<file path="src/verilog/ebfp_defs.svh">
`ifndef EBFP_DEFS_SVH
`define EBFP_DEFS_SVH

// ----------------------------------------
// Register byte offsets
// ----------------------------------------
`define EBFP_OFF_DATA      8'h00
`define EBFP_OFF_UPPER     8'h04
`define EBFP_OFF_LOWER     8'h08
`define EBFP_OFF_BURST     8'h0c
`define EBFP_OFF_IFCTL     8'h10
`define EBFP_OFF_STATUS    8'h14

// ----------------------------------------
// Field positions and reset values
// ----------------------------------------
`define EBFP_UPPER_SEL_BIT 15
`define EBFP_BURST_WAIT_LO 12
`define EBFP_WAIT_RESET    4'h9
`define EBFP_CLKSEL_EXT    3'h2
`define EBFP_CLKSEL_TB     3'h1
`define EBFP_CLKSEL_LO     3
`define EBFP_CLKFAC_DIV4   3'h1

`endif

</file>
<file path="src/verilog/ebfp_pkg.sv">
package ebfp_pkg;

  typedef enum logic [2:0] {
    EBFP_IDLE,
    EBFP_LATCH,
    EBFP_WAIT,
    EBFP_DONE
  } ebfp_state_t;

  typedef struct packed {
    logic [7:0] shared_addr_lines;
    logic [7:0] upper_data_addr_lines;
    logic [7:0] bus_data_byte_out;
    logic       bus_data_byte_oe;
    logic       latch_strobe_out_enable;
    logic       rom_chip_select_n;
    logic       bus_write_strobe_n;
  } ebfp_pins_t;

endpackage

</file>
<file path="src/verilog/ebfp_flash_port.sv">
// Behaviour
// - Flash reach is one megabyte through a 20-bit byte address.
// - All flash cycles run on the bus clock hclk.
// - Read starts with top address byte plus latch strobe high.
// - Next clock: middle byte on upper data lines, low byte shared.
// - Chip select low for wait count plus one cycles on reads.
// - Wait nine samples data ten cycles after new address.
// - Wait count sits in bits 15-12 of burst control.
// - First data read retried; later ones finish only with valid byte.
// - Each port read fetches exactly one byte.
// - Bus never stalls for an access; retry instead.
// - Auto-increment bit 0 of status steps lower address after each access.
// - Lower address wraps silently, no carry into upper nibble.
// - Writes use same address sequence, strobes low wait count cycles.
// - Writes posted; write during busy access is retried.
// - Clock source field bits 5-3; code 010 selects external.
// - Selected clock divided by 2 or 4 per bits 2-0.
// - Wait count resets to nine.
`timescale 1ns/1ps
`include "ebfp_defs.svh"

module ebfp_flash_port (
  // Clock and reset
  input  wire logic               hclk,
  input  wire logic               hresetn,
  // AHB-Lite slave
  input  wire logic               hsel,
  input  wire logic [7:0]         haddr,
  input  wire logic [1:0]         htrans,
  input  wire logic               hwrite,
  input  wire logic [2:0]         hsize,
  input  wire logic [31:0]        hwdata,
  input  wire logic               hready,
  output logic      [31:0]        hrdata,
  output logic                    hreadyout,
  output logic                    hresp,
  // Host retry indication for the last data port access
  output logic                    port_retry,
  // Expansion bus pins
  output ebfp_pkg::ebfp_pins_t    pins,
  input  wire logic [7:0]         bus_data_byte_in,
  // Clock source selection
  input  wire logic               external_bus_clock,
  input  wire logic               time_base_clock,
  output logic                    bus_clock_out
);

  // ----------------------------------------
  // Registers
  // ----------------------------------------
  logic [3:0]  upper_addr_nibble_r;
  logic        flash_sel_r;
  logic        lower_addr_autoinc_r;
  logic [15:0] lower_addr_word_r;
  logic [3:0]  rom_wait_count_r;
  logic [2:0]  bus_clock_select_r;
  logic [2:0]  bus_clock_divider_r;
  logic [7:0]  wdata_r;
  logic        op_write_r;
  logic [7:0]  rd_byte_r;
  logic        rd_valid_r;
  ebfp_pkg::ebfp_state_t state_r;
  logic [3:0]  cnt_r;
  logic        acc_done;

  // Address phase capture
  logic        ph_act_r;
  logic        ph_wr_r;
  logic [7:0]  ph_addr_r;
  logic        take;
  assign take = hsel && hready && htrans[1];

  always_ff @(posedge hclk or negedge hresetn) begin
    if (!hresetn) begin
      ph_act_r  <= 1'b0;
      ph_wr_r   <= 1'b0;
      ph_addr_r <= 8'h00;
    end else begin
      ph_act_r  <= take;
      ph_wr_r   <= hwrite;
      ph_addr_r <= haddr;
    end
  end

  // Zero-wait slave, OKAY only; unmapped reads return zero
  always_ff @(posedge hclk or negedge hresetn) begin
    if (!hresetn) begin
      hreadyout <= 1'b1;
      hresp     <= 1'b0;
    end else begin
      hreadyout <= 1'b1;
      hresp     <= 1'b0;
    end
  end

  logic busy;
  assign busy = (state_r != ebfp_pkg::EBFP_IDLE);

  logic data_wr;
  logic data_rd;
  assign data_wr = ph_act_r && ph_wr_r && (ph_addr_r == `EBFP_OFF_DATA);
  assign data_rd = take && !hwrite && (haddr == `EBFP_OFF_DATA);

  // ----------------------------------------
  // Control registers
  // ----------------------------------------
  always_ff @(posedge hclk or negedge hresetn) begin
    if (!hresetn) begin
      upper_addr_nibble_r  <= 4'h0;
      flash_sel_r          <= 1'b0;
      lower_addr_autoinc_r <= 1'b0;
      rom_wait_count_r     <= `EBFP_WAIT_RESET;
      bus_clock_select_r   <= 3'h0;
      bus_clock_divider_r  <= 3'h0;
    end else if (ph_act_r && ph_wr_r) begin
      unique case (ph_addr_r)
        `EBFP_OFF_UPPER: begin
          upper_addr_nibble_r  <= hwdata[3:0];
          flash_sel_r          <= hwdata[`EBFP_UPPER_SEL_BIT];
        end
        `EBFP_OFF_STATUS: begin
          lower_addr_autoinc_r <= hwdata[0];
        end
        `EBFP_OFF_BURST: begin
          rom_wait_count_r     <= hwdata[`EBFP_BURST_WAIT_LO +: 4];
        end
        `EBFP_OFF_IFCTL: begin
          bus_clock_select_r   <= hwdata[`EBFP_CLKSEL_LO +: 3];
          bus_clock_divider_r  <= hwdata[2:0];
        end
        default: begin
        end
      endcase
    end
  end

  // Lower address: host load, or step once access completes
  always_ff @(posedge hclk or negedge hresetn) begin
    if (!hresetn) begin
      lower_addr_word_r <= 16'h0000;
    end else if (ph_act_r && ph_wr_r && ph_addr_r == `EBFP_OFF_LOWER) begin
      lower_addr_word_r <= hwdata[15:0];
    end else if (acc_done && lower_addr_autoinc_r) begin
      lower_addr_word_r <= lower_addr_word_r + 16'h0001;
    end
  end

  // ----------------------------------------
  // Request decision and retry
  // ----------------------------------------
  logic start_rd;
  logic start_wr;
  logic rd_deliver;
  assign rd_deliver = data_rd && rd_valid_r;
  assign start_rd   = data_rd && !rd_valid_r && !busy && flash_sel_r;
  assign start_wr   = data_wr && !busy && flash_sel_r;

  // Retry flag of the latest data port access
  always_ff @(posedge hclk or negedge hresetn) begin
    if (!hresetn) begin
      port_retry <= 1'b0;
    end else if (data_rd) begin
      port_retry <= !rd_valid_r;
    end else if (data_wr) begin
      port_retry <= busy;
    end
  end

  always_ff @(posedge hclk or negedge hresetn) begin
    if (!hresetn) begin
      op_write_r <= 1'b0;
      wdata_r    <= 8'h00;
    end else if (start_wr) begin
      op_write_r <= 1'b1;
      wdata_r    <= hwdata[7:0];
    end else if (start_rd) begin
      op_write_r <= 1'b0;
    end
  end

  // ----------------------------------------
  // Expansion bus sequencer
  // ----------------------------------------
  // Runs on hclk, never on the external clock
  always_ff @(posedge hclk or negedge hresetn) begin
    if (!hresetn) begin
      state_r <= ebfp_pkg::EBFP_IDLE;
      cnt_r   <= 4'h0;
    end else begin
      unique case (state_r)
        ebfp_pkg::EBFP_IDLE: begin
          if (start_rd || start_wr) begin
            state_r <= ebfp_pkg::EBFP_LATCH;
          end
        end
        ebfp_pkg::EBFP_LATCH: begin
          state_r <= ebfp_pkg::EBFP_WAIT;
          cnt_r   <= op_write_r ? rom_wait_count_r - 4'h1 : rom_wait_count_r;
        end
        ebfp_pkg::EBFP_WAIT: begin
          if (cnt_r == 4'h0) begin
            state_r <= ebfp_pkg::EBFP_DONE;
          end else begin
            cnt_r <= cnt_r - 4'h1;
          end
        end
        ebfp_pkg::EBFP_DONE: begin
          state_r <= ebfp_pkg::EBFP_IDLE;
        end
      endcase
    end
  end

  assign acc_done = (state_r == ebfp_pkg::EBFP_WAIT) && (cnt_r == 4'h0);

  // Read byte capture and hold
  always_ff @(posedge hclk or negedge hresetn) begin
    if (!hresetn) begin
      rd_byte_r  <= 8'h00;
      rd_valid_r <= 1'b0;
    end else if (acc_done && !op_write_r) begin
      rd_byte_r  <= bus_data_byte_in;
      rd_valid_r <= 1'b1;
    end else if (rd_deliver) begin
      rd_valid_r <= 1'b0;
    end
  end

  // Pin drive, all registered
  logic in_wait;
  assign in_wait = (state_r == ebfp_pkg::EBFP_WAIT);

  always_ff @(posedge hclk or negedge hresetn) begin
    if (!hresetn) begin
      pins <= '{8'h00, 8'h00, 8'h00, 1'b0, 1'b0, 1'b1, 1'b1};
    end else begin
      pins.latch_strobe_out_enable <= 1'b0;
      pins.rom_chip_select_n       <= 1'b1;
      pins.bus_write_strobe_n      <= 1'b1;
      pins.bus_data_byte_oe        <= 1'b0;
      if (state_r == ebfp_pkg::EBFP_IDLE && (start_rd || start_wr)) begin
        pins.shared_addr_lines       <= {4'h0, upper_addr_nibble_r};
        pins.latch_strobe_out_enable <= 1'b1;
      end else if (state_r == ebfp_pkg::EBFP_LATCH) begin
        pins.upper_data_addr_lines   <= lower_addr_word_r[15:8];
        pins.shared_addr_lines       <= lower_addr_word_r[7:0];
        pins.rom_chip_select_n       <= 1'b0;
        pins.bus_write_strobe_n      <= !op_write_r;
        // Output enable stays released for a write
        pins.latch_strobe_out_enable <= op_write_r;
        pins.bus_data_byte_oe        <= op_write_r;
        pins.bus_data_byte_out       <= wdata_r;
      end else if (in_wait && cnt_r != 4'h0) begin
        pins.rom_chip_select_n       <= 1'b0;
        pins.latch_strobe_out_enable <= op_write_r;
        pins.bus_write_strobe_n      <= !op_write_r;
        pins.bus_data_byte_oe        <= op_write_r;
      end
    end
  end

  // ----------------------------------------
  // Register read data
  // ----------------------------------------
  always_ff @(posedge hclk or negedge hresetn) begin
    if (!hresetn) begin
      hrdata <= 32'h0000_0000;
    end else if (take && !hwrite) begin
      unique case (haddr)
        `EBFP_OFF_DATA:   hrdata <= {24'h000000, rd_byte_r};
        `EBFP_OFF_UPPER:  hrdata <= {16'h0000, flash_sel_r, 11'h000, upper_addr_nibble_r};
        `EBFP_OFF_LOWER:  hrdata <= {16'h0000, lower_addr_word_r};
        `EBFP_OFF_BURST:  hrdata <= {16'h0000, rom_wait_count_r, 12'h000};
        `EBFP_OFF_IFCTL:  hrdata <= {26'h0000000, bus_clock_select_r, bus_clock_divider_r};
        `EBFP_OFF_STATUS: hrdata <= {29'h00000000, rd_valid_r, busy, lower_addr_autoinc_r};
        default:          hrdata <= 32'h0000_0000;
      endcase
    end
  end

  // ----------------------------------------
  // Expansion bus clock source and divider
  // ----------------------------------------
  // Sources are sampled as levels; slow clocks only, a trade for one domain
  logic [1:0] ext_sync_r;
  logic [1:0] tb_sync_r;
  logic       src;
  logic       src_d_r;
  logic [1:0] div_r;

  always_ff @(posedge hclk or negedge hresetn) begin
    if (!hresetn) begin
      ext_sync_r <= 2'b00;
      tb_sync_r  <= 2'b00;
    end else begin
      ext_sync_r <= {ext_sync_r[0], external_bus_clock};
      tb_sync_r  <= {tb_sync_r[0], time_base_clock};
    end
  end

  always_comb begin
    if (bus_clock_select_r == `EBFP_CLKSEL_EXT) begin
      src = ext_sync_r[1];
    end else if (bus_clock_select_r == `EBFP_CLKSEL_TB) begin
      src = tb_sync_r[1];
    end else begin
      src = 1'b1;
    end
  end

  // PCI source ticks every hclk; others tick on rising edges
  always_ff @(posedge hclk or negedge hresetn) begin
    if (!hresetn) begin
      src_d_r       <= 1'b0;
      div_r         <= 2'b00;
      bus_clock_out <= 1'b0;
    end else begin
      src_d_r <= src;
      // Every code other than external and time base means hclk
      if (src && (!src_d_r || (bus_clock_select_r != `EBFP_CLKSEL_EXT
          && bus_clock_select_r != `EBFP_CLKSEL_TB))) begin
        div_r <= div_r + 2'b01;
        if (bus_clock_divider_r == `EBFP_CLKFAC_DIV4) begin
          bus_clock_out <= div_r[1];
        end else begin
          bus_clock_out <= div_r[0];
        end
      end
    end
  end

  // ----------------------------------------
  // Checks
  // ----------------------------------------
  AST_CS_READ_LEN: assert property (@(posedge hclk) disable iff (!hresetn)
    (state_r == ebfp_pkg::EBFP_LATCH && !op_write_r && rom_wait_count_r == 4'h9)
      |=> !pins.rom_chip_select_n [*8] ##1 !pins.rom_chip_select_n ##1 !pins.rom_chip_select_n
      ##1 pins.rom_chip_select_n)
    else $error("chip select length wrong on read");

  AST_STROBE_FIRST: assert property (@(posedge hclk) disable iff (!hresetn)
    (state_r == ebfp_pkg::EBFP_IDLE && (start_rd || start_wr))
      |=> pins.latch_strobe_out_enable && state_r == ebfp_pkg::EBFP_LATCH)
    else $error("latch strobe missing");

  AST_ADDR_LOW: assert property (@(posedge hclk) disable iff (!hresetn)
    state_r == ebfp_pkg::EBFP_LATCH
      |=> pins.shared_addr_lines == $past(lower_addr_word_r[7:0]))
    else $error("low address byte wrong");

  AST_WRITE_RETRY: assert property (@(posedge hclk) disable iff (!hresetn)
    (data_wr && busy) |=> port_retry)
    else $error("busy write not retried");

  AST_FIRST_RETRY: assert property (@(posedge hclk) disable iff (!hresetn)
    (data_rd && !rd_valid_r) |=> port_retry)
    else $error("first read not retried");

  AST_HOLD_BYTE: assert property (@(posedge hclk) disable iff (!hresetn)
    (rd_valid_r && !data_rd) |=> rd_valid_r && $stable(rd_byte_r))
    else $error("fetched byte lost");

  AST_INC_WRAP: assert property (@(posedge hclk) disable iff (!hresetn)
    (acc_done && lower_addr_autoinc_r && lower_addr_word_r == 16'hffff && !data_wr)
      |=> lower_addr_word_r == 16'h0000 && $stable(upper_addr_nibble_r))
    else $error("wrap wrong");

  AST_NO_STALL: assert property (@(posedge hclk) disable iff (!hresetn)
    busy |-> hreadyout)
    else $error("bus stalled");

  AST_WRITE_NO_OE: assert property (@(posedge hclk) disable iff (!hresetn)
    !pins.bus_write_strobe_n |-> pins.latch_strobe_out_enable && pins.bus_data_byte_oe)
    else $error("output enable driven during write");

endmodule // ebfp_flash_port

</file>
<file path="config.mk">
export PLATFORM = sky130hd
export DESIGN_NAME = ebfp_flash_port
export DESIGN_NICKNAME = d
export VERILOG_FILES = /design/src/verilog/ebfp_pkg.sv /design/src/verilog/ebfp_flash_port.sv
export VERILOG_INCLUDE_DIRS = /design/src /design/src/verilog
export SDC_FILE = /design/constraint.sdc
export NUM_CORES = 1
export LEC_CHECK = 0
export BUFFER_PORTS_ARGS = -buffer_cell sky130_fd_sc_hd__buf_2
export CAP_MARGIN = 25
export CELL_PAD_IN_SITES_DETAIL_PLACEMENT = 0
export CELL_PAD_IN_SITES_GLOBAL_PLACEMENT = 1
export CORE_ASPECT_RATIO = 0.8
export CORE_UTILIZATION = 35
export DETAILED_ROUTE_END_ITERATION = 16
export PLACE_DENSITY = 0.71
export SYNTH_ARGS = -nofsm -noshare
export SYNTH_HDL_FRONTEND = slang
export SYNTH_SLANG_ARGS = --single-unit
</file>
<file path="constraint.sdc">
create_clock -name hclk -period 2.64 [get_ports hclk]
set_input_delay 0.528 -clock hclk [delete_from_list [all_inputs] [get_ports hclk]]
set_output_delay 0.528 -clock hclk [all_outputs]
set_load 0.05 [all_outputs]
</file>
Word-level counts from Yosys, hierarchy flattened --
Index checks and enable logic that the tools add are counted. W data, S select, Z words.
Word-level totals: register bits 136, bits of input ports 60, output and inout port bits 64, word-level logic and storage cells 127
Cells by class: add/sub/neg operators 4, equality and inequality tests 21, mux-type cells 25, bitwise gates (word level) 1, reduce and logical (&&, ||, !) cells 46
Operator list (count):
- $pmux W16 S6 | 1
- $eq A8 B4 Y1 const B | 4
- $eq A8 B5 Y1 const B | 4
- $mux W16 | 2
- $mux W24 | 1
- $logic_and A1 B1 Y1 | 20
- $add A16 B1 Y16 const B | 1
- $eq A8 B3 Y1 const B | 2
- $logic_not A8 Y1 | 2
- $mux W4 | 4
- $reduce_and A2 Y1 | 7
- $pmux W3 S4 | 1
- $reduce_bool A2 Y1 | 6
- $mux W1 | 11
- $eq A3 B1 Y1 const B | 3
- $eq A3 B2 Y1 const B | 3
- $mux W8 | 1
- $pmux W4 S2 | 1
- $sub A4 B1 Y4 const B | 2
- $mux W3 | 2
- $logic_not A1 Y1 | 5
- $logic_not A4 Y1 | 1
- $ne A2 B2 Y1 const B | 2
- $reduce_bool A4 Y1 | 1
- 9 further kinds | 10

Depth between registers and ports, before layout --
depth in word-level cells 11, depth in mapped cells 8, mapped depth without buffers 7

Worst setup path before layout --
No wires, ideal clock.
path type input-to-reg, from input haddr[3], to register op_write_r, setup time 0.127 ns, arrival 2.036 ns, data required time 2.513 ns, setup slack 0.477 ns, stages on the path 5, path buffers 0, cells stage by stage or4_4 > or2_4 > or4_4 > o31ai_2 > nand2_1
On the way: word-level cells in the longest chain between the ends 6
RTL lines:
- start, declared | RTL line ebfp_flash_port.sv:28 | input wire logic [7:0] haddr,
- $logic_not A8 Y1
- $logic_and A1 B1 Y1 | RTL line ebfp_flash_port.sv:102 | assign data_rd = take && !hwrite && (haddr == `EBFP_OFF_DATA);
- $logic_and A1 B1 Y1 (3 in a row) | RTL line ebfp_flash_port.sv:155 | assign start_rd = data_rd && !rd_valid_r && !busy && flash_sel_r;
- $reduce_bool A2 Y1 (no source line)
- end signal, assigned | RTL line ebfp_flash_port.sv:171 | op_write_r <= 1'b0;
- end signal, assigned | RTL line ebfp_flash_port.sv:174 | op_write_r <= 1'b1;
- end signal, assigned | RTL line ebfp_flash_port.sv:177 | op_write_r <= 1'b0;
- end, declared | RTL line ebfp_flash_port.sv:59 | logic op_write_r;
No other way between the ends. A chain may end at the register's enable or synchronous reset.

Worst setup path after layout --
from register ph_addr_r[4], to register wdata_r[5]
On the way: word-level cells in the longest chain between the ends 4
RTL lines:
- start, declared | RTL line ebfp_flash_port.sv:69 | logic [7:0] ph_addr_r;
- start signal, assigned | RTL line ebfp_flash_port.sv:81 | ph_addr_r <= haddr;
- $logic_not A8 Y1 (no source line)
- $logic_and A1 B1 Y1 | RTL line ebfp_flash_port.sv:101 | assign data_wr = ph_act_r && ph_wr_r && (ph_addr_r == `EBFP_OFF_DATA);
- $logic_and A1 B1 Y1 (2 in a row) | RTL line ebfp_flash_port.sv:156 | assign start_wr = data_wr && !busy && flash_sel_r;
- end signal, assigned | RTL line ebfp_flash_port.sv:175 | wdata_r <= hwdata[7:0];
- end, declared | RTL line ebfp_flash_port.sv:58 | logic [7:0] wdata_r;
No other way between the ends.

==> report_table.html <==
<table>
<tr><th>Metric</th><th>Value</th></tr>
<tr><th colspan="2">Final layout</th></tr>
<tr><td>Number of inserted filler cells in the final layout</td><td>around 1,400</td></tr>
<tr><td>Storage cell area</td><td>0.002983 mm2</td></tr>
<tr><td>Area used by multi-input combinational logic</td><td>~0.0023 mm2</td></tr>
<tr><td>Post-synthesis to final-layout area growth</td><td>23.78%</td></tr>
<tr><td>Fraction of final layout cells sized beyond drive strength 1</td><td>a little under a third</td></tr>
<tr><td>Antenna diode instance count</td><td>0</td></tr>
<tr><td>Nets</td><td>636</td></tr>
<tr><td>Utilization of the core after routing</td><td>44.71%</td></tr>
<tr><th colspan="2">Worst setup path</th></tr>
<tr><td>Arrival time reported for the critical path endpoint</td><td>roughly 2.5 ns</td></tr>
<tr><td>Kind of capture point of the worst setup path</td><td>flip-flop</td></tr>
<tr><td>Depth of the worst register-to-register path</td><td>4</td></tr>
<tr><td>Critical path launch point</td><td>ph_addr_r[4]$_DFF_PN0_</td></tr>
<tr><td>Data required time at the worst endpoint</td><td>approximately 3 ns</td></tr>
<tr><td>Max FO, Critical Path</td><td>9</td></tr>
<tr><td>Flop-to-flop setup slack</td><td>~0.46 ns</td></tr>
<tr><td>Worst r2r dst</td><td>wdata_r[5]$_DFFE_PN0P_</td></tr>
<tr><td>Critical path type</td><td>flip-flop to flip-flop</td></tr>
<tr><td>Launching element type of the critical path</td><td>flip-flop</td></tr>
<tr><td>CP Capture Point</td><td>wdata_r[5]$_DFFE_PN0P_</td></tr>
<tr><td>RR Startpoint</td><td>ph_addr_r[4]$_DFF_PN0_</td></tr>
<tr><th colspan="2">Clock tree</th></tr>
<tr><td>CTS tree</td><td>built</td></tr>
<tr><td>Post-CTS Setup Inserts</td><td>0</td></tr>
<tr><td>Clock-pin slew on the worst setup and hold paths</td><td>~0.05 ns</td></tr>
<tr><td>Number of levels the H-tree was split into</td><td>4</td></tr>
<tr><td>Clock Path Buffers</td><td>2</td></tr>
<tr><td>Later-pin clock latency in the skew report</td><td>about 0.41 ns</td></tr>
<tr><td>CTS buffer count</td><td>17</td></tr>
<tr><td>CTS Hold Bufs</td><td>0</td></tr>
<tr><td>Cell at the root of the clock tree</td><td>sky130_fd_sc_hd__clkbuf_16</td></tr>
<tr><td>Number of cells upsized or downsized after cts</td><td>0</td></tr>
<tr><td>Sinks on Clock Net</td><td>between 100 and 150</td></tr>
<tr><th colspan="2">Flow run</th></tr>
<tr><td>Number of maximum-capacitance constraint violations</td><td>0</td></tr>
<tr><th colspan="2">Global routing</th></tr>
<tr><td>GRT Residual Overflow</td><td>0</td></tr>
<tr><td>Total global routing track utilization</td><td>17.36%</td></tr>
<tr><td>Number of global-route vias before repair</td><td>3,909</td></tr>
<tr><td>Antenna violations before repair</td><td>0</td></tr>
<tr><td>Wire length of the first global-routing pass</td><td>around 21,000 um</td></tr>
<tr><td>Maximum number of pins on one net before global-route repair</td><td>57</td></tr>
<tr><th colspan="2">Status</th></tr>
<tr><td>Status</td><td>completed</td></tr>
<tr><th colspan="2">Die</th></tr>
<tr><td>Die extent in y</td><td>about 110 um</td></tr>
<tr><td>Initial core utilization</td><td>a little over a third</td></tr>
<tr><td>Area enclosed by the die boundary</td><td>roughly 0.016 mm2</td></tr>
<tr><td>Total number of placement rows</td><td>40</td></tr>
<tr><td>Core ar.</td><td>about 0.015 mm2</td></tr>
<tr><td>Number of top-level pins</td><td>around 120</td></tr>
<tr><td>Die Span X</td><td>roughly 140 um</td></tr>
<tr><th colspan="2">STA</th></tr>
<tr><td>Final count of negative-setup-slack endpoints</td><td>0</td></tr>
<tr><td>FMAX</td><td>approximately 460 MHz</td></tr>
<tr><td>Worst Max-Slew Pin Slew</td><td>0.8218 ns</td></tr>
<tr><td>Final setup skew</td><td>between 0.007 and 0.008 ns</td></tr>
<tr><td>Post-layout minimum cycle time</td><td>between 2 and 2.5 ns</td></tr>
<tr><td>Period utilization</td><td>around 83%</td></tr>
<tr><td>Hold violation total from the final report</td><td>0</td></tr>
<tr><td>Unrepaired setup endpoints after global routing</td><td>false</td></tr>
<tr><td>Number of pins exceeding their max-slew limit in the final report</td><td>0</td></tr>
<tr><td>Sum of negative setup slack</td><td>0 ns</td></tr>
<tr><td>Worst rel slew slack</td><td>a little under half</td></tr>
<tr><th colspan="2">Synthesis</th></tr>
<tr><td>Post-Synth Simple-Gate Area</td><td>12.59%</td></tr>
<tr><td>Area share of fa/ha/maj cells after synthesis</td><td>approximately 1.8%</td></tr>
<tr><td>Sequential element share of the synthesized area</td><td>between 50 and 60%</td></tr>
<tr><td>Largest family of logic cells by synthesized area</td><td>multiplexers</td></tr>
<tr><td>Fraction of synthesized area in multiplexers</td><td>about 15%</td></tr>
<tr><td>Flops &amp; latches, synth</td><td>about 120</td></tr>
<tr><td>Biggest area consumer among synthesized cells</td><td>sky130_fd_sc_hd__dfrtp_1</td></tr>
<tr><td>Synthesized cell area</td><td>between 0.005 and 0.006 mm2</td></tr>
<tr><td>Gate count after technology mapping</td><td>471</td></tr>
<tr><td>Area contributors post-synth</td><td>sky130_fd_sc_hd__dfrtp_1 53%, sky130_fd_sc_hd__mux2_2 8.0%, sky130_fd_sc_hd__mux2i_1 3.7%, sky130_fd_sc_hd__mux2_1 3.3%, sky130_fd_sc_hd__nor2_1 2.8%</td></tr>
<tr><td>Number of distinct library cell variants in the gate-level netlist after synthesis</td><td>53</td></tr>
<tr><td>Complex-gate fraction of the synthesized area</td><td>8.246%</td></tr>
<tr><td>Dominant synthesized flop cell</td><td>sky130_fd_sc_hd__dfrtp_1</td></tr>
<tr><td>Number of flops mapped to enable cells by yosys</td><td>0</td></tr>
<tr><td>Xor/xnor cell area share of the yosys netlist</td><td>under 10%</td></tr>
<tr><td>Syn avg cell area</td><td>11.63 um2</td></tr>
<tr><td>Async SR Flop Fraction</td><td>100.0%</td></tr>
<tr><td>YS warnings</td><td>0</td></tr>
<tr><td>Area share of the largest cell type after synthesis</td><td>roughly 53%</td></tr>
<tr><th colspan="2">Power</th></tr>
<tr><td>Power density relative to cell area</td><td>about 1100 mW/mm2</td></tr>
<tr><td>Pleak</td><td>3.104 nW</td></tr>
<tr><td>Net Sw Frac</td><td>36.29%</td></tr>
<tr><td>Proportion of power drawn by combinational gates</td><td>between 30% and 40%</td></tr>
<tr><td>Highest ir drop seen on vdd</td><td>approximately 0.67 mV</td></tr>
<tr><td>Total internal power</td><td>between 4 and 5 mW</td></tr>
<tr><td>Clock power share</td><td>about 34%</td></tr>
<tr><td>NetSw</td><td>between 2 and 3 mW</td></tr>
<tr><td>Sequential power share</td><td>roughly a third</td></tr>
<tr><th colspan="2">Placed design</th></tr>
<tr><td>Total of buffers placed on input and output ports</td><td>85</td></tr>
<tr><td>GPL Wtd Cong</td><td>around 0.80</td></tr>
<tr><td>HPWL after DPL</td><td>approximately 9600 um</td></tr>
<tr><th colspan="2">Detailed routing</th></tr>
<tr><td>DRC marker count from the first detailed-route iteration</td><td>243</td></tr>
<tr><td>Final routed wire length divided by cell count</td><td>16.45 um</td></tr>
<tr><td>Via density per instance</td><td>between 4 and 5</td></tr>
<tr><td>Via count</td><td>3,848</td></tr>
<tr><td>Routed Antenna Nets</td><td>0</td></tr>
<tr><td>First drt pass iteration count</td><td>4</td></tr>
<tr><td>Residual DRC</td><td>0</td></tr>
<tr><td>Total routed wirelength</td><td>13,010 um</td></tr>
<tr><th colspan="2">Hold path</th></tr>
<tr><td>Path category of the worst min-delay check</td><td>primary input to asynchronous set/reset pin</td></tr>
</table>
==> cells in the mapped netlist (2+ instances only) <==
library cell               number
sky130_fd_sc_hd__clkbuf_1      14
sky130_fd_sc_hd__nor3_1         4
sky130_fd_sc_hd__nand2_1       29
sky130_fd_sc_hd__a21oi_1       24
sky130_fd_sc_hd__nand4_1        8
sky130_fd_sc_hd__dfstp_2        4
sky130_fd_sc_hd__xor2_1        12
sky130_fd_sc_hd__dfrtp_1      115
sky130_fd_sc_hd__buf_2          2
sky130_fd_sc_hd__o22a_1         3
sky130_fd_sc_hd__xnor2_1        9
sky130_fd_sc_hd__nor4_2         2
sky130_fd_sc_hd__and3_1         6
sky130_fd_sc_hd__nor2b_1        5
sky130_fd_sc_hd__mux2_2        39
sky130_fd_sc_hd__o21ai_0        6
sky130_fd_sc_hd__buf_4         18
sky130_fd_sc_hd__o211ai_1       2
sky130_fd_sc_hd__inv_1         10
sky130_fd_sc_hd__nand2b_1       5
sky130_fd_sc_hd__conb_1         2
sky130_fd_sc_hd__nand3_1        7
sky130_fd_sc_hd__mux2i_1       20
sky130_fd_sc_hd__nor2_1        41
sky130_fd_sc_hd__or4_4          2
sky130_fd_sc_hd__a22o_1         7
sky130_fd_sc_hd__nand4b_1       3
sky130_fd_sc_hd__a21o_1         2
sky130_fd_sc_hd__or3_1          2
sky130_fd_sc_hd__a22oi_1        7
sky130_fd_sc_hd__buf_1          2
sky130_fd_sc_hd__and2_1         3
sky130_fd_sc_hd__o21ai_1       14
sky130_fd_sc_hd__ha_1           8
sky130_fd_sc_hd__mux2_1        16
==> routing by layer <==
layer	up-vias	share of wire, %	GRT usage, %
li1	1824	-	-
met1	1911	47	23.23
met2	92	46	26.63
met3	21	5.1	5.122
met4	0	1.8	6.523
met5	-	0	0
==> registers in the layout, indices dropped and copies added, names as in the netlist, 2 cells and up <==
register             count
state_r                  2
lower_addr_word_r       16
cnt_r                    4
wdata_r                  8
pins                    28
rom_wait_count_r         4
tb_sync_r                2
div_r                    2
ph_addr_r                8
hrdata                  16
bus_clock_divider_r      3
rd_byte_r                8
bus_clock_select_r       3
upper_addr_nibble_r      4
ext_sync_r               2
==> worst min path at each step <==
| stage | start | to | slack (ns) | cells after the start |
|---|---|---|---|---|
| after floorplan | hresetn | bus_clock_divider_r[0]$_DFFE_PN0P_ | 0.23 | 0 |
| after global placement | ext_sync_r[0]$_DFF_PN0_ | ext_sync_r[1]$_DFF_PN0_ | 0.33 | 0 |
| after detailed placement | tb_sync_r[0]$_DFF_PN0_ | tb_sync_r[1]$_DFF_PN0_ | 0.34 | 0 |
| after CTS | hresetn | rd_byte_r[4]$_DFFE_PN0P_ | 0.05 | 1 |
| after global routing | hresetn | rd_byte_r[3]$_DFFE_PN0P_ | 0.07 | 1 |
| final | hresetn | hrdata[3]$_DFFE_PN0P_ | 0.05 | 1 |
==> power groups by stage <==
| stage | Sequential (mW) | Combinational, mW | Clock (mW) |
|---|---|---|---|
| floorplan | 3.28 | 0.967 | 0 |
| global placement | 2.54 | 2.26 | 0 |
| detailed placement | 2.55 | 2.33 | 0 |
| CTS | 2.52 | 2.34 | 2.52 |
| global route | 2.58 | 2.48 | 2.60 |
| finish | 2.52 | 2.32 | 2.46 |
==> through the flow <==
stage	hold WS (ns)	std cells	worst slack, ns	area [um2]	power [mW]
final	0.05302	791	0.4579	6780	7.299
after CTS	0.05164	791	0.4676	6780	7.377
after floorplan	0.2324	487	0.4773	5538	4.242
after global routing	0.07092	791	0.3058	6780	7.662
after global placement	0.3316	759	0.2891	6146	4.797
after detailed placement	0.3362	759	0.2772	6146	4.876
==> area by class of cell <==
class / count / share of cell area, %
sequential: 119 / 43.99
multi-input combinational: 322 / 34.10
timing repair buffer: 98 / 8.120
clock buffer: 24 / 7.252
tap: 210 / 3.875
clock inverter: 8 / 2.104
inverter: 10 / 0.5536
==> critical path, cell delays in order (launching register included) <==
cell	delay, ns
sky130_fd_sc_hd__dfrtp_1	0.41
sky130_fd_sc_hd__nor4_2	0.46
sky130_fd_sc_hd__nor4b_4	0.44
sky130_fd_sc_hd__nand3_2	0.34
sky130_fd_sc_hd__mux2_1	0.41
==> logic make-up after synthesis <==
kind of cell | after synthesis
flops | 119
buf+inv | 46
xor+xnor | 21
fa+ha+maj | 8
other cells | 2
compound gates | 72
simple gates | 128
mux | 75
==> cells in the final DEF (no fill, tap or decap), drive strengths merged, types with 2 or more instances in the layout <==
| cell type | n |
|---|---|
| buf | 98 |
| xnor2 | 9 |
| clkinv | 3 |
| nor2b | 5 |
| clkbuf | 24 |
| nor2 | 41 |
| inv | 10 |
| and3 | 6 |
| and2 | 3 |
| nand3 | 8 |
| dfrtp | 115 |
| a21o | 2 |
| a22oi | 7 |
| a21oi | 24 |
| xor2 | 12 |
| conb | 18 |
| o22a | 3 |
| nor3 | 4 |
| o211ai | 2 |
| ha | 8 |
| nand4b | 3 |
| nand4 | 8 |
| dfstp | 4 |
| or2 | 2 |
| nand2 | 29 |
| mux2 | 55 |
| or3 | 2 |
| or4 | 2 |
| nor4 | 3 |
| mux2i | 20 |
| nor4b | 3 |
| o21ai | 20 |
| nand2b | 5 |
| bufinv | 4 |
| a22o | 7 |
Power figures use the tool's default switching activity.
